## src/hw/cabe_pkg.sv

```systemverilog
// shared constants and types for the execution unit of the 8-bit core
// assumes a decode stage that hands over operands already read from the register file
package cabe_pkg;

  // i/o addresses of the registers held in this block
  localparam logic [5:0] CABE_SP_LO_ADDR = 6'h3D;
  localparam logic [5:0] CABE_SP_HI_ADDR = 6'h3E;
  localparam logic [5:0] CABE_FLAGS_ADDR = 6'h3F;
  // highest address reachable by the single-bit i/o set and clear operations
  localparam logic [5:0] CABE_IO_BIT_MAX = 6'h1F;

  // values after reset
  localparam logic [7:0] CABE_FLAGS_RST = 8'h00;
  localparam logic [10:0] CABE_SP_RST = 11'h000;

  // status flag positions
  localparam int CABE_FLG_C = 0;
  localparam int CABE_FLG_Z = 1;
  localparam int CABE_FLG_N = 2;
  localparam int CABE_FLG_V = 3;
  localparam int CABE_FLG_S = 4;
  localparam int CABE_FLG_H = 5;
  localparam int CABE_FLG_T = 6;
  localparam int CABE_FLG_I = 7;

  // arithmetic constants
  localparam logic [7:0] CABE_ALL_ONES = 8'hFF;
  localparam logic [7:0] CABE_ALL_ZERO = 8'h00;
  localparam logic [7:0] CABE_SGN_MAX = 8'h7F;
  localparam logic [7:0] CABE_SGN_MIN = 8'h80;
  localparam logic [10:0] CABE_SP_STEP = 11'h002;

  // cycle counts
  localparam logic [1:0] CABE_CYC_1 = 2'h1;
  localparam logic [1:0] CABE_CYC_2 = 2'h2;
  localparam logic [1:0] CABE_CYC_3 = 2'h3;

  localparam int CABE_PC_W = 12;

  typedef enum logic [4:0] {
    CABE_OP_NOP = 5'b00000,
    CABE_OP_ADD = 5'b00001,
    CABE_OP_SUB = 5'b00010,
    CABE_OP_AND = 5'b00011,
    CABE_OP_OR = 5'b00100,
    CABE_OP_XOR = 5'b00101,
    CABE_OP_ONES = 5'b00110,
    CABE_OP_ARITH_INVERT = 5'b00111,
    CABE_OP_MASK_CLEAR = 5'b01000,
    CABE_OP_INC = 5'b01001,
    CABE_OP_DEC = 5'b01010,
    CABE_OP_ZERO_SIGN_TEST = 5'b01011,
    CABE_OP_ZERO_REGISTER = 5'b01100,
    CABE_OP_PAIR_PLUS_IMM = 5'b01101,
    CABE_OP_PAIR_MINUS_IMM = 5'b01110,
    CABE_OP_PRODUCT = 5'b01111,
    CABE_OP_COMPARE = 5'b10000,
    CABE_OP_SKIP_ON_EQUAL = 5'b10001,
    CABE_OP_SKIP_REG_BIT = 5'b10010,
    CABE_OP_SKIP_IO_BIT = 5'b10011,
    CABE_OP_JUMP_FLAG = 5'b10100,
    CABE_OP_JUMP_SIGNED = 5'b10101,
    CABE_OP_JUMP_VIA_Z = 5'b10110,
    CABE_OP_CALL_VIA_Z = 5'b10111,
    CABE_OP_IO_BIT_SET = 5'b11000,
    CABE_OP_IO_BIT_CLEAR = 5'b11001
  } cabe_op_t;

  typedef struct packed {
    cabe_op_t op;
    logic [4:0] idx_d;
    logic [7:0] d;
    logic [7:0] r;
    logic [7:0] k;
    logic [15:0] pair;
    logic [15:0] zptr;
    logic [CABE_PC_W-1:0] pc;
    logic [2:0] bsel;
    logic [5:0] io_addr;
    logic [7:0] io_val;
    logic [6:0] offs;
    logic use_imm;
    logic with_carry;
    logic want_set;
    logic next_two;
    logic sgn_d;
    logic sgn_r;
    logic frac;
  } cabe_req_t;

  typedef struct packed {
    logic rf_we;
    logic rf_pair;
    logic [4:0] rf_idx;
    logic [15:0] rf_data;
    logic pc_load;
    logic [CABE_PC_W-1:0] pc_val;
    logic push_en;
    logic [10:0] push_addr;
    logic [15:0] push_data;
    logic io_we;
    logic [5:0] io_addr;
    logic [7:0] io_wdata;
  } cabe_out_t;

  typedef struct packed {
    logic [7:0] y;
    logic c;
    logic h;
    logic v;
  } cabe_alu_t;

endpackage

```

## src/hw/cabe_product.sv

```systemverilog
// two-cycle 8x8 multiplier with signed, unsigned and mixed operands
// assumes start is a one-cycle pulse; the result is valid the cycle after it
`timescale 1ns/1ps
`default_nettype none
module cabe_product
  import cabe_pkg::*;
(
  input wire logic clk_sys,
  input wire logic rstn,
  input wire logic start,
  input wire logic [7:0] a,
  input wire logic [7:0] b,
  input wire logic sgn_a,
  input wire logic sgn_b,
  input wire logic frac,
  output logic [15:0] product,
  output logic carry
);

  logic signed [8:0] ext_a;
  logic signed [8:0] ext_b;
  logic signed [17:0] full;

  ////////////////////////////////////////////////////////////////////////
  // nine-bit extension lets one signed multiplier serve all three modes
  assign ext_a = $signed({sgn_a & a[7], a});
  assign ext_b = $signed({sgn_b & b[7], b});
  assign full = ext_a * ext_b;

  always_ff @(posedge clk_sys) begin
    if (!rstn) begin
      product <= 16'h0000;
      carry <= 1'b0;
    end else if (start) begin
      // carry is taken before the fractional shift drops the top bit
      carry <= full[15];
      product <= frac ? {full[14:0], 1'b0} : full[15:0];
    end
  end

endmodule
`default_nettype wire

```

## src/hw/cabe_exec.sv

```systemverilog
// execution unit: arithmetic, logic, multiply, compare, skip and branch
// assumes the decode stage holds req stable while req_valid is high and not taken
`timescale 1ns/1ps
`default_nettype none
module cabe_exec
  import cabe_pkg::*;
(
  input wire logic clk_sys,
  input wire logic rstn,
  input wire logic req_valid,
  output logic req_ready,
  input wire cabe_req_t req,
  output logic done,
  output cabe_out_t res,
  output logic [7:0] status_flags,
  output logic [10:0] stack_ptr,
  input wire logic sw_io_we,
  input wire logic [5:0] sw_io_addr,
  input wire logic [7:0] sw_io_wdata,
  output logic [7:0] sw_io_rdata
);

  function automatic cabe_alu_t cabe_addsub(input logic [7:0] a, input logic [7:0] b,
                                            input logic ci, input logic sub);
    cabe_alu_t o;
    logic [8:0] w;
    logic [4:0] n;
    if (sub) begin
      w = {1'b0, a} - {1'b0, b} - {8'h00, ci};
      n = {1'b0, a[3:0]} - {1'b0, b[3:0]} - {4'h0, ci};
      o.v = (a[7] & ~b[7] & ~w[7]) | (~a[7] & b[7] & w[7]);
    end else begin
      w = {1'b0, a} + {1'b0, b} + {8'h00, ci};
      n = {1'b0, a[3:0]} + {1'b0, b[3:0]} + {4'h0, ci};
      o.v = (a[7] & b[7] & ~w[7]) | (~a[7] & ~b[7] & w[7]);
    end
    o.y = w[7:0];
    o.c = w[8];
    o.h = n[4];
    return o;
  endfunction

  // sign flag always follows N xor V
  function automatic logic [7:0] cabe_nzv(input logic [7:0] f, input logic [7:0] y,
                                          input logic v);
    logic [7:0] o;
    o = f;
    o[CABE_FLG_N] = y[7];
    o[CABE_FLG_Z] = (y == CABE_ALL_ZERO);
    o[CABE_FLG_V] = v;
    o[CABE_FLG_S] = y[7] ^ v;
    return o;
  endfunction

  logic [7:0] flags_r;
  logic [10:0] sp_r;
  logic [1:0] cnt_r;
  cabe_out_t pend_r;
  logic [7:0] pend_flags_r;
  logic pend_prod_r;
  logic pend_call_r;
  cabe_out_t res_r;
  logic done_r;
  logic [7:0] rdata_r;

  logic accept;
  cabe_out_t nres;
  logic [7:0] nflags;
  logic [1:0] ncyc;
  logic emit_now;
  logic emit_late;
  cabe_out_t emit_res;
  logic [7:0] emit_flags;
  logic emit_call;
  logic [15:0] prod;
  logic prod_c;

  assign req_ready = (cnt_r == 2'h0);
  assign accept = req_valid & req_ready;
  assign done = done_r;
  assign res = res_r;
  assign status_flags = flags_r;
  assign stack_ptr = sp_r;
  assign sw_io_rdata = rdata_r;

  cabe_product u_product (
    .clk_sys(clk_sys),
    .rstn(rstn),
    .start(accept && req.op == CABE_OP_PRODUCT),
    .a(req.d),
    .b(req.r),
    .sgn_a(req.sgn_d),
    .sgn_b(req.sgn_r),
    .frac(req.frac),
    .product(prod),
    .carry(prod_c)
  );

  ////////////////////////////////////////////////////////////////////////
  // operation decode and datapath, all evaluated in the taking cycle
  always_comb begin
    cabe_alu_t a;
    logic [7:0] b_op;
    logic [7:0] y;
    logic [16:0] w;
    logic cond;
    logic [CABE_PC_W-1:0] pc_next;
    a = '0;
    b_op = req.use_imm ? req.k : req.r;
    y = CABE_ALL_ZERO;
    w = 17'h00000;
    cond = 1'b0;
    pc_next = req.pc + {{(CABE_PC_W-1){1'b0}}, 1'b1};
    nres = '0;
    nres.rf_idx = req.idx_d;
    nflags = flags_r;
    ncyc = CABE_CYC_1;
    case (req.op)
      CABE_OP_ADD, CABE_OP_SUB, CABE_OP_COMPARE: begin
        a = cabe_addsub(req.d, b_op, req.with_carry & flags_r[CABE_FLG_C],
                        req.op != CABE_OP_ADD);
        nres.rf_we = (req.op != CABE_OP_COMPARE);
        nres.rf_data = {8'h00, a.y};
        nflags = cabe_nzv(flags_r, a.y, a.v);
        nflags[CABE_FLG_C] = a.c;
        nflags[CABE_FLG_H] = a.h;
        // borrow forms only keep Z if the earlier bytes were zero too
        if (req.op != CABE_OP_ADD && req.with_carry) begin
          nflags[CABE_FLG_Z] = flags_r[CABE_FLG_Z] & (a.y == CABE_ALL_ZERO);
        end
      end
      CABE_OP_AND, CABE_OP_OR, CABE_OP_XOR, CABE_OP_MASK_CLEAR, CABE_OP_ZERO_SIGN_TEST,
      CABE_OP_ZERO_REGISTER: begin
        case (req.op)
          CABE_OP_AND: y = req.d & b_op;
          CABE_OP_OR: y = req.d | b_op;
          CABE_OP_XOR: y = req.d ^ req.r;
          CABE_OP_MASK_CLEAR: y = req.d & (CABE_ALL_ONES - req.k);
          CABE_OP_ZERO_SIGN_TEST: y = req.d & req.d;
          default: y = req.d ^ req.d;
        endcase
        nres.rf_we = (req.op != CABE_OP_ZERO_SIGN_TEST);
        nres.rf_data = {8'h00, y};
        nflags = cabe_nzv(flags_r, y, 1'b0);
      end
      CABE_OP_INC, CABE_OP_DEC: begin
        y = (req.op == CABE_OP_INC) ? req.d + 8'h01 : req.d - 8'h01;
        nres.rf_we = 1'b1;
        nres.rf_data = {8'h00, y};
        nflags = cabe_nzv(flags_r, y,
                          req.d == ((req.op == CABE_OP_INC) ? CABE_SGN_MAX : CABE_SGN_MIN));
      end
      CABE_OP_ONES: begin
        y = CABE_ALL_ONES - req.d;
        nres.rf_we = 1'b1;
        nres.rf_data = {8'h00, y};
        nflags = cabe_nzv(flags_r, y, 1'b0);
        nflags[CABE_FLG_C] = 1'b1;
      end
      CABE_OP_ARITH_INVERT: begin
        a = cabe_addsub(CABE_ALL_ZERO, req.d, 1'b0, 1'b1);
        nres.rf_we = 1'b1;
        nres.rf_data = {8'h00, a.y};
        nflags = cabe_nzv(flags_r, a.y, a.v);
        nflags[CABE_FLG_C] = a.c;
        nflags[CABE_FLG_H] = a.h;
      end
      CABE_OP_PAIR_PLUS_IMM, CABE_OP_PAIR_MINUS_IMM: begin
        ncyc = CABE_CYC_2;
        if (req.op == CABE_OP_PAIR_PLUS_IMM) begin
          w = {1'b0, req.pair} + {11'h000, req.k[5:0]};
          nflags[CABE_FLG_V] = ~req.pair[15] & w[15];
          nflags[CABE_FLG_C] = req.pair[15] & ~w[15];
        end else begin
          w = {1'b0, req.pair} - {11'h000, req.k[5:0]};
          nflags[CABE_FLG_V] = req.pair[15] & ~w[15];
          nflags[CABE_FLG_C] = ~req.pair[15] & w[15];
        end
        nflags[CABE_FLG_N] = w[15];
        nflags[CABE_FLG_Z] = (w[15:0] == 16'h0000);
        nflags[CABE_FLG_S] = w[15] ^ nflags[CABE_FLG_V];
        nres.rf_we = 1'b1;
        nres.rf_pair = 1'b1;
        nres.rf_data = w[15:0];
      end
      CABE_OP_PRODUCT: begin
        // data and Z, C are filled in from the multiplier in the second cycle
        ncyc = CABE_CYC_2;
        nres.rf_we = 1'b1;
        nres.rf_pair = 1'b1;
        nres.rf_idx = 5'h00;
      end
      CABE_OP_SKIP_ON_EQUAL, CABE_OP_SKIP_REG_BIT, CABE_OP_SKIP_IO_BIT: begin
        case (req.op)
          CABE_OP_SKIP_ON_EQUAL: cond = (req.d == req.r);
          CABE_OP_SKIP_REG_BIT: cond = (req.r[req.bsel] == req.want_set);
          default: cond = (req.io_val[req.bsel] == req.want_set);
        endcase
        if (cond) begin
          ncyc = req.next_two ? CABE_CYC_3 : CABE_CYC_2;
          nres.pc_load = 1'b1;
          nres.pc_val = req.pc + (req.next_two ? 12'h003 : 12'h002);
        end
      end
      CABE_OP_JUMP_FLAG, CABE_OP_JUMP_SIGNED: begin
        if (req.op == CABE_OP_JUMP_SIGNED) begin
          cond = ((flags_r[CABE_FLG_N] ^ flags_r[CABE_FLG_V]) == req.want_set);
        end else begin
          cond = (flags_r[req.bsel] == req.want_set);
        end
        if (cond) begin
          ncyc = CABE_CYC_2;
          nres.pc_load = 1'b1;
          nres.pc_val = pc_next + {{(CABE_PC_W-7){req.offs[6]}}, req.offs};
        end
      end
      CABE_OP_JUMP_VIA_Z: begin
        ncyc = CABE_CYC_2;
        nres.pc_load = 1'b1;
        nres.pc_val = req.zptr[CABE_PC_W-1:0];
      end
      CABE_OP_CALL_VIA_Z: begin
        ncyc = CABE_CYC_3;
        nres.pc_load = 1'b1;
        nres.pc_val = req.zptr[CABE_PC_W-1:0];
        nres.push_en = 1'b1;
        nres.push_addr = sp_r;
        nres.push_data = {{(16-CABE_PC_W){1'b0}}, pc_next};
      end
      CABE_OP_IO_BIT_SET, CABE_OP_IO_BIT_CLEAR: begin
        ncyc = CABE_CYC_2;
        // out-of-reach addresses still take their slot but write nothing
        nres.io_we = (req.io_addr <= CABE_IO_BIT_MAX);
        nres.io_addr = req.io_addr;
        // whole byte goes back, so set flags read here get cleared by their one
        nres.io_wdata = req.io_val;
        nres.io_wdata[req.bsel] = (req.op == CABE_OP_IO_BIT_SET);
      end
      default: begin
        nres = '0;
      end
    endcase
  end

  ////////////////////////////////////////////////////////////////////////
  // completion: one-cycle work leaves at once, longer work from the pending copy
  assign emit_now = accept && (ncyc == CABE_CYC_1);
  assign emit_late = (cnt_r == 2'h1);

  always_comb begin
    emit_res = nres;
    emit_flags = nflags;
    emit_call = 1'b0;
    if (emit_late) begin
      emit_res = pend_r;
      emit_flags = pend_flags_r;
      emit_call = pend_call_r;
      if (pend_prod_r) begin
        emit_res.rf_data = prod;
        emit_flags[CABE_FLG_C] = prod_c;
        emit_flags[CABE_FLG_Z] = (prod == 16'h0000);
      end
    end
  end

  always_ff @(posedge clk_sys) begin
    if (!rstn) begin
      cnt_r <= 2'h0;
    end else if (accept) begin
      cnt_r <= ncyc - CABE_CYC_1;
    end else if (cnt_r != 2'h0) begin
      cnt_r <= cnt_r - 2'h1;
    end
  end

  always_ff @(posedge clk_sys) begin
    if (!rstn) begin
      pend_r <= '0;
      pend_flags_r <= CABE_FLAGS_RST;
      pend_prod_r <= 1'b0;
      pend_call_r <= 1'b0;
    end else if (accept) begin
      pend_r <= nres;
      pend_flags_r <= nflags;
      pend_prod_r <= (req.op == CABE_OP_PRODUCT);
      pend_call_r <= (req.op == CABE_OP_CALL_VIA_Z);
    end
  end

  always_ff @(posedge clk_sys) begin
    if (!rstn) begin
      res_r <= '0;
      done_r <= 1'b0;
    end else begin
      done_r <= emit_now | emit_late;
      res_r <= (emit_now | emit_late) ? emit_res : '0;
    end
  end

  ////////////////////////////////////////////////////////////////////////
  // status flags and stack pointer; finishing instruction wins over software
  always_ff @(posedge clk_sys) begin
    if (!rstn) begin
      flags_r <= CABE_FLAGS_RST;
    end else if (emit_now | emit_late) begin
      flags_r <= emit_flags;
    end else if (sw_io_we && sw_io_addr == CABE_FLAGS_ADDR) begin
      flags_r <= sw_io_wdata;
    end
  end

  always_ff @(posedge clk_sys) begin
    if (!rstn) begin
      sp_r <= CABE_SP_RST;
    end else if (emit_late && emit_call) begin
      sp_r <= sp_r - CABE_SP_STEP;
    end else if (sw_io_we && sw_io_addr == CABE_SP_LO_ADDR) begin
      sp_r[7:0] <= sw_io_wdata;
    end else if (sw_io_we && sw_io_addr == CABE_SP_HI_ADDR) begin
      // upper bits are reserved and are dropped on write
      sp_r[10:8] <= sw_io_wdata[2:0];
    end
  end

  always_ff @(posedge clk_sys) begin
    if (!rstn) begin
      rdata_r <= 8'h00;
    end else begin
      case (sw_io_addr)
        CABE_FLAGS_ADDR: rdata_r <= flags_r;
        CABE_SP_LO_ADDR: rdata_r <= sp_r[7:0];
        CABE_SP_HI_ADDR: rdata_r <= {5'h00, sp_r[10:8]};
        default: rdata_r <= 8'h00;
      endcase
    end
  end
endmodule
`default_nettype wire

```

## config.mk

```make
export PLATFORM = sky130hd
export DESIGN_NAME = cabe_exec
export DESIGN_NICKNAME = d
export VERILOG_FILES = /design/src/hw/cabe_pkg.sv /design/src/hw/cabe_product.sv /design/src/hw/cabe_exec.sv
export SDC_FILE = /design/constraint.sdc
export NUM_CORES = 1
export LEC_CHECK = 0
export ABC_CLOCK_PERIOD_IN_PS = 14650
export BUFFER_PORTS_ARGS = -buffer_cell sky130_fd_sc_hd__buf_2
export CAP_MARGIN = 10
export CORE_MARGIN = 2
export CORE_UTILIZATION = 50
export DETAILED_ROUTE_END_ITERATION = 6
export PLACE_DENSITY_LB_ADDON = 0.05
export SYNTH_ARGS = -nofsm -noshare
export SYNTH_HDL_FRONTEND = slang
export SYNTH_SLANG_ARGS = --single-unit
export TNS_END_PERCENT = 20
```

## constraint.sdc

```tcl
create_clock -name clk_sys -period 14.65 [get_ports clk_sys]
set_input_delay 1.465 -clock clk_sys [delete_from_list [all_inputs] [get_ports clk_sys]]
set_output_delay 1.465 -clock clk_sys [all_outputs]
set_load 0.03 [all_outputs]
```

==> results.cfg, run 1 <==
[layout]
layout.area.seq_sq_mm = 0.00412
most_common_cell_after_layout_fill_and_taps_aside = buf_2
area_growth_pct = 11.9
layout.filler_cells = 3132
multiInputGateArea_sq_mm = 0.0112
design.final.nets = 2514
drive_gt1_share_pct = 14.6
most-common-layout-cells = 226 x buf_2, 212 x nor2_1, 206 x dfxtp_1
antenna_cells = 0

[setup_path]
cp_capture_type = register
critPathMaxStageDelay_ps = 540
worst_path_max_delay_cell = fa_1
critPathKind = input port to register
bufs_and_invs_on_worst_path = 5
path_common_cell = fa_1
critical_path_peak_fanout = 15
crit_arrival_ps = 6850
critPathLaunchType = input port
timing.critical_path.required_ps = 15040
timing.critical_path.cells = buf_2 > inv_1 > nand3_1 > fa_1 > fa_1 > inv_1 > fa_1 > fa_1 > inv_1 > fa_1 > inv_1 > ha_1 > o2111ai_1 > nand3_1 > o41ai_1 > o21a_1 > xor2_1 > o211ai_1 > o211a_1
critical-path-top-delay-family = adder cells

[drt]
num_vias = 15400
drtIter0Drc = 1129
drt-wirelength-per-cell_um = 19.7
final_antenna_net_count = 0
drt-total-wl_um = 52100
drt_pre_antenna_iters = 5
remaining_drc_errors = 0
routed_via_count_divided_by_cell_count = 5.82

[synthesis]
yosys_most_used_dff = dfxtp_1
mappedNetlistArea_sq_mm = 0.0163
yosys.area.top_type_share_pct = 25.3
synth.ff_latch_count = 206
synthesis.instances = 2067
synth.top_cells.by_area = dfxtp_1 25%, ha_1 9.1%, fa_1 8.7%
synth_enable_flop_cells = 0
yosys_warnings = 0
yosys.area.top_type = dfxtp_1
yosysUniqueCellTypes = 88
syn_area_per_cell_sq_um = 7.89
synthArstFlopShare_pct = 0
synth.yosys.seq_area_share_pct = 25.3

[power]
p_leak_nw = 7.92
ir_drop_v = 0.000109
power_density_mw_per_mm2 = 121

[clock_tree]
clk_path_buf_depth = 3
hold_buffers = 0
cts.sink_count = 206
cts_tree = yes
cts_made_buffers = 21
cts.reportedPaths.clkPinSlew_ps = 60
clock_latency_of_the_later_clocked_register_in_the_worst_skew_pair_ps = 500
post-cts-setup-buffers = 0
cts_repair_resize_count = 0
cell_at_the_root_of_the_clock_tree = clkbuf_16
cts_htree_levels = 1

[floorplan]
placeable_core_region_sq_mm = 0.0323
floorplan.initialDensity_pct = 50.5
die_width_um = 185
pin_count = 235
chipHeight_um = 185
fp.dieArea_sq_mm = 0.0341
std_cell_rows = 66

[timing]
timing_max_transition_violations_final = 0
fin_crit_share_pct = 44.1
max_slew.worst_pin.slew_ps = 1170
timing.setup.tns_ps = 0
timing.final.hold_violations = 0
worst_clock_skew_ps = 11.0
setup_viol = 0
slew_headroom_pct = 19.8
setup_repair_after_global_routing_missed_its_margin = false
layout_min_cycle_time_ps = 6460
fmax_mhz = 155
setup_slack_ps = 8190

[worst_hold_path]
holdCritPathClass = register to register

[placement]
place_ws_ps = 7650
place_hpwl_um = 39100
io_buffer_count = 226
gp_congestion = 0.970

[global_routing]
grt_antenna_before_repair = 1
grt_pass1_vias = 14400
globalRouteOverflowTotal = 0
global_route_wire_length_before_repair_um = 80500
grt.total_usage_pct = 30.1
grt_max_degree = 78

[outcome]
run_status = finished clean

[run]
maxCapViolCount = 0
[stage by stage]
step | std cells | power, mW | hold WS, ps | cell area [sq um] | utilization [%]
CTS | 2652 | 2.22 | 455 | 18200 | 56.5
global route | 2652 | 2.38 | 474 | 18200 | 56.5
floorplan | 2070 | 1.43 | 429 | 16300 | -
finish | 2652 | 2.22 | 453 | 18200 | 56.5
global placement | 2616 | 1.69 | 440 | 17600 | 54.5
detailed placement | 2616 | 1.70 | 446 | 17600 | 54.5
[logic make-up (layout without fill, tap and decap cells)]
family	after synthesis	in the layout	synth area share [%]
other cells	1	4	0.0230
flops	206	206	25.3
simple gates	763	763	22.5
compound gates	486	486	19.0
buf+inv	270	410	6.50
fa+ha+maj	190	190	17.8
xor+xnor	85	85	4.57
mux	66	66	4.34
[state kept, by name, indices dropped and copies added, names as in the netlist]
signal / count
pend_r: 75
res: 75
u_product.product: 16
stack_ptr: 11
pend_flags_r: 8
status_flags: 8
sw_io_rdata: 8
cnt_r: 2
done: 1
pend_prod_r: 1
u_product.carry: 1
[cell usage after synthesis (17+ instances only)]
| cell | number |
|---|---|
| and3_1 | 35 |
| xnor2_1 | 54 |
| nor2_1 | 212 |
| nand2_1 | 207 |
| nor4_1 | 17 |
| clkbuf_1 | 103 |
| xor2_1 | 31 |
| dfxtp_1 | 206 |
| a21oi_1 | 190 |
| a31oi_1 | 26 |
| inv_1 | 130 |
| nor3_1 | 51 |
| nand2b_1 | 27 |
| and2_1 | 46 |
| o21ai_0 | 79 |
| fa_1 | 71 |
| a211oi_1 | 36 |
| nand3_1 | 84 |
| o211ai_1 | 19 |
| ha_1 | 119 |
| mux2i_1 | 55 |
[final timing paths]
| path | slack, ps | depth (start not counted) | startpoint | end |
|---|---|---|---|---|
| max reg2reg | 10260 | 15 | status_flags[0] | res[46] |
| min | 450 | 2 | pend_r[0] | pend_r[0] |
| max | 8190 | 19 | req[91] | u_product.product[15] |
| min reg2reg | 450 | 2 | pend_r[0] | pend_r[0] |
[tightest hold or removal path: cells and delay by family (launching register included)]
| kind | cells | cell delay [ps] |
|---|---|---|
| compound gates | 1 | 50 |
| flops | 1 | 310 |
| simple gates | 1 | 50 |
[layout make-up]
| cell class | instances | area share (%) |
|---|---|---|
| clock buffer | 26 | 3.09 |
| clock inverter | 10 | 0.508 |
| inverter | 134 | 2.76 |
| multi-input combinational | 1594 | 61.2 |
| sequential | 206 | 22.6 |
| tap | 442 | 3.03 |
| timing repair buffer | 240 | 6.78 |
[metal layers]
metal	track usage (%)	vias up	part of all wire, %
met4	10.6	0	3.7
met1	40.0	7346	43
met2	50.2	546	47
met3	3.62	98	6.5
li1	-	7449	-
met5	0	-	0
[power breakdown]
group,internal [mW],switching (mW),total (mW),leakage [nW]
registers,0.611,0.0389,0.650,1.67
clock network,0.293,0.227,0.520,0.312
logic,0.378,0.667,1.05,5.94
Note: power is estimated with default switching activity, not from simulation.
==> inputs of run 2 (changes only) <==
- ABC_CLOCK_PERIOD_IN_PS: 14650 -> 6500
- clock period: 14.65 -> 6.5 ns (I/O delays scaled with it)
==> run 2 against run 1 <==
Count of clock-buffer cells in the layout up 6. Utilization grew 0.13 points. Combinational power increased by 130%. Flip-flop and latch count did not move.
==> results.cfg, run 2 (synthesis gave the netlist of run 1 again) <==
[outcome]
run_status = finished clean

[drt]
remaining_drc_errors = 0
num_vias = 15500
final_antenna_net_count = 0
drt-total-wl_um = 52300
drt-wirelength-per-cell_um = 19.7
drtIter0Drc = 1199
drt_pre_antenna_iters = 5
routed_via_count_divided_by_cell_count = 5.85

[floorplan]
pin_count = 235
fp.dieArea_sq_mm = 0.0341
floorplan.initialDensity_pct = 50.5
die_width_um = 185
std_cell_rows = 66
placeable_core_region_sq_mm = 0.0323
chipHeight_um = 185

[setup_path]
crit_arrival_ps = 5710
cp_capture_type = register
path_common_cell = fa_1
critPathKind = input port to register
worst-r2r-setup-slack_ps = 2440
timing.critical_path.required_ps = 6900
bufs_and_invs_on_worst_path = 4
critical_path_peak_fanout = 14
worst_path_max_delay_cell = fa_1
reg2reg_depth = 13
timing.critical_path.cells = buf_2 > and2_1 > nand2_1 > inv_1 > fa_1 > inv_1 > fa_1 > inv_1 > fa_1 > fa_1 > ha_1 > ha_1 > o2111ai_1 > nand3_1 > o41ai_1 > o21a_1 > xor2_1 > o211ai_1 > o211a_1
regToRegStartpoint = status_flags[0]
regToRegEndpoint = pend_flags_r[4]
critPathLaunchType = input port
critPathMaxStageDelay_ps = 650
critical-path-top-delay-family = adder cells

[timing]
slew_headroom_pct = 20.8
finalHoldWorstSlack_ps = 408
setup_viol = 0
worst_clock_skew_ps = 26.2
max_slew.worst_pin.slew_ps = 1180
setup_repair_after_global_routing_missed_its_margin = false
layout_min_cycle_time_ps = 5310
fmax_mhz = 188
timing.final.hold_violations = 0
timing.setup.tns_ps = 0
timing_max_transition_violations_final = 0
fin_crit_share_pct = 81.8

[layout]
most_common_cell_after_layout_fill_and_taps_aside = buf_2
drive_gt1_share_pct = 14.6
antenna_cells = 0
design.final.nets = 2519
post-route-cell-area_sq_mm = 0.0183
most-common-layout-cells = 226 x buf_2, 212 x nor2_1, 206 x dfxtp_1
area_growth_pct = 12.1

[placement]
io_buffer_count = 226
gp_congestion = 0.973
placed_cell_areas_sq_mm = 0.0176
place_hpwl_um = 39200

[worst_hold_path]
min_from = req[100]
holdCritPathClass = input port to register
worst_hold_path.endpoint = pend_r[73]
worst_hold_path_cells = 3

[global_routing]
global_route_wire_length_before_repair_um = 80700
grt.total_usage_pct = 30.1
grt_pass1_vias = 14500
grt_max_degree = 77
globalRouteOverflowTotal = 0
grt_antenna_before_repair = 0

[clock_tree]
clock_latency_of_the_later_clocked_register_in_the_worst_skew_pair_ps = 510
cts_tree = yes
cts_htree_levels = 1
cts_repair_resize_count = 0
cts.reportedPaths.clkPinSlew_ps = 60
cts.sink_count = 206
post-cts-setup-buffers = 0
hold_buffers = 0
cell_at_the_root_of_the_clock_tree = clkbuf_16
cts_made_buffers = 21
clk_path_buf_depth = 3

[run]
maxCapViolCount = 0

[power]
ir_drop_v = 0.000252
power_density_mw_per_mm2 = 274
p_leak_nw = 7.96
-- run 2: worst reg2reg max path, delay by kind of cell (launching register included) --
family,cells,cell delay (ps)
simple gates,2,350
buf+inv,2,150
compound gates,7,2070
fa+ha+maj,2,730
flops,1,620
-- run 2: worst max-delay path by stage --
| stage | from | to | slack, ps | cells after the start |
|---|---|---|---|---|
| after floorplan | req[91] | u_product.product[15] | 940 | 19 |
| final | req[98] | u_product.product[15] | 1190 | 19 |
| after detailed placement | req[98] | u_product.product[15] | 640 | 19 |
| after global routing | req[98] | u_product.product[15] | 880 | 19 |
| after global placement | req[98] | u_product.product[15] | 710 | 19 |
| after CTS | req[98] | u_product.product[15] | 1140 | 19 |
-- run 2: final cells by class --
cell class	instances	area (sq um)
Timing Repair Buffer	245	1270
Clock inverter	5	53.8
Tap cell	442	553
Multi-Input combinational cell	1594	11200
Sequential cell	206	4120
Inverter	134	503
Fill cell	3149	14000
Clock buffer	32	607
-- run 2: layer usage --
metal	track usage, %	share of wire (%)
met5	0	0
met4	10.8	3.7
met3	4.33	6.9
met2	49.9	47
met1	39.9	43
-- run 2: through the flow --
stage	total power, mW	utilization, %	std cells	worst slack, ps
final	5.02	56.6	2658	1190
after global routing	5.38	56.6	2658	876
after CTS	5.04	56.6	2658	1140
after detailed placement	3.85	54.6	2621	640
after global placement	3.81	54.6	2621	709
after floorplan	3.22	-	2070	935
-- run 2: where the power goes --
group | leakage, nW | internal [mW] | switching [mW]
sequential | 1.67 | 1.38 | 0.0860
combinational | 5.96 | 0.858 | 1.52
clock | 0.326 | 0.683 | 0.496
total | 7.96 | 2.92 | 2.10
==> inputs of run 3 (changes only) <==
- ABC_CLOCK_PERIOD_IN_PS: 6500 -> 4400
- clock period: 6.5 -> 4.4 ns (I/O delays scaled with it)
==> run 3 against run 2 <==
Flip-flop and latch count is the same. Sequential power rose by 47%. Register-to-register slack worse by 1700 ps. Via count grew 1.0%. Combinational power is 72% higher. Count of clock-buffer cells in the layout is 3 lower. Utilization is 2.6 points higher. Largest power group unchanged. Highest routed layer is now met5.
==> results.cfg, run 3 (synthesis gave the netlist of run 1 again) <==
[outcome]
run_status = finished clean

[global_routing]
gr-usage-met3_pct = 4.51
grt.total_usage_pct = 30.9
groute.layer.met2.usage_pct = 51.3
global_route_wire_length_before_repair_um = 82900
busiest_layer = met2
globalRouteOverflowTotal = 0
grt_pass1_vias = 15000
grt_met1_usage_pct = 40.4
grt_antenna_before_repair = 3
grt_max_degree = 77

[setup_path]
critPathMaxStageDelay_ps = 530
critical_path_peak_fanout = 6
timing.critical_path.required_ps = 4790
path_common_cell = fa_1
regToRegEndpoint = res[46]
worst_path_max_delay_cell = fa_1
critPathKind = input port to register
crit_arrival_ps = 4780
regToRegStartpoint = status_flags[0]
worstSetupStartpoint = req[88]
cp_capture_type = register
critPathLaunchType = input port
timing.critical_path.cells = buf_2 > and2_4 > fa_1 > inv_1 > fa_1 > inv_1 > fa_1 > fa_1 > inv_1 > fa_1 > inv_2 > ha_4 > o2111ai_2 > nand3_2 > o41ai_4 > o21a_1 > xor2_2 > o211ai_1 > o211a_1
worstSetupEndpoint = u_product.product[15]
worst-r2r-setup-slack_ps = 710
reg2reg_depth = 14

[layout]
design.final.nets = 2607
area_growth_pct = 17.2
most_common_cell_after_layout_fill_and_taps_aside = buf_2
drive_gt1_share_pct = 19.1
multiInputGateArea_sq_mm = 0.0113
layout.area.seq_sq_mm = 0.00412
layout.core_utilization_pct = 59.2
most-common-layout-cells = 221 x buf_2, 209 x nor2_1, 206 x dfxtp_1
layout.filler_cells = 2993

[timing]
max_slew.worst_pin.slew_ps = 1110
setup_repair_after_global_routing_missed_its_margin = true
worst_clock_skew_ps = 18.7
slew_headroom_pct = 25.7
setup_viol = 0
layout_min_cycle_time_ps = 4390
fin_crit_share_pct = 99.8
setup_slack_ps = 8.97
timing_max_transition_violations_final = 0
timing.final.hold_violations = 0
fmax_mhz = 228
finalHoldWorstSlack_ps = 209

[clock_tree]
clk_path_buf_depth = 3
cts.reportedPaths.clkPinSlew_ps = 60
clock_latency_of_the_later_clocked_register_in_the_worst_skew_pair_ps = 500
cts_tree = yes
cell_at_the_root_of_the_clock_tree = clkbuf_16
cts_made_buffers = 21
cts.sink_count = 206
cts_htree_levels = 1

[drt]
drtIter0Drc = 1157
drt-wirelength-per-cell_um = 19.6
drt-total-wl_um = 53700
final_antenna_net_count = 0
num_vias = 15700
drt_pre_antenna_iters = 5
remaining_drc_errors = 0
routed_via_count_divided_by_cell_count = 5.72

[placement]
io_buffer_count = 226
place_hpwl_um = 41900
place_ws_ps = -629
gp_congestion = 0.957

[worst_hold_path]
holdCritPathClass = input port to register

[run]
maxCapViolCount = 0

[floorplan]
fp.dieArea_sq_mm = 0.0341
placeable_core_region_sq_mm = 0.0323
die_width_um = 185
std_cell_rows = 66
pin_count = 235
floorplan.initialDensity_pct = 50.5
chipHeight_um = 185

[power]
power_density_mw_per_mm2 = 413
ir_drop_v = 0.000241
p_leak_nw = 8.40
p_total_mw = 7.89
-- run 3: final cells by class --
class	instances	area share [%]
clock buffer	29	2.96
timing repair buffer	333	10.2
antenna	2	0.0262
tap	442	2.89
inverter	134	2.66
multi-input combinational	1594	59.3
sequential	206	21.6
clock inverter	6	0.327
-- run 3: how the worst min path moves through the flow --
stage	startpoint	to	cells after the start
4_1_cts	req[101]	pend_r[74]	3
3_3_place_gp	pend_r[78]	pend_r[78]	2
2_1_floorplan	pend_r[52]	res[52]	2
6_report	req[99]	pend_r[72]	3
5_1_grt	req[99]	pend_r[72]	3
3_5_place_dp	pend_r[78]	pend_r[78]	2
-- run 3: power breakdown --
part / switching [mW] / internal [mW] / leakage (nW)
Clock: 0.718 / 0.958 / 0.309
Sequential: 0.112 / 2.03 / 1.67
Combinational: 2.40 / 1.66 / 6.42
Total: 3.23 / 4.66 / 8.40
-- run 3: per-layer routing --
| layer | part of all wire [%] | vias up |
|---|---|---|
| met3 | 6.5 | 100 |
| met2 | 47 | 511 |
| li1 | - | 7630 |
| met5 | 0.024 | - |
| met1 | 43 | 7467 |
| met4 | 3.8 | 2 |
-- run 3: worst max-delay path: cells and delay by family --
family / cells / cell delay (ps)
and+or+nand+nor: 2 / 280
xor gates and xnor gates: 1 / 160
AOI/OAI and AO/OA: 5 / 860
adders and majority gates: 6 / 2690
buffers and inverters: 5 / 360
-- run 3: metrics by stage --
| stage | TNS, ps | cells | instance area [sq um] |
|---|---|---|---|
| finish | 0 | 2746 | 19100 |
| global route | -575 | 2745 | 19100 |
| detailed placement | -3910 | 2707 | 18400 |
| CTS | -3.61 | 2743 | 19000 |
| floorplan | -1730 | 2070 | 16500 |
| global placement | -3390 | 2707 | 18400 |
-- run 3: repair_timing --
item,in CTS,in global routing
endpoints found under the hold margin,0,0
gates resized for setup,5,14
setup endpoints to repair,3,7
pin swaps,3,5
setup buffers,1,0
hold buffers,0,0
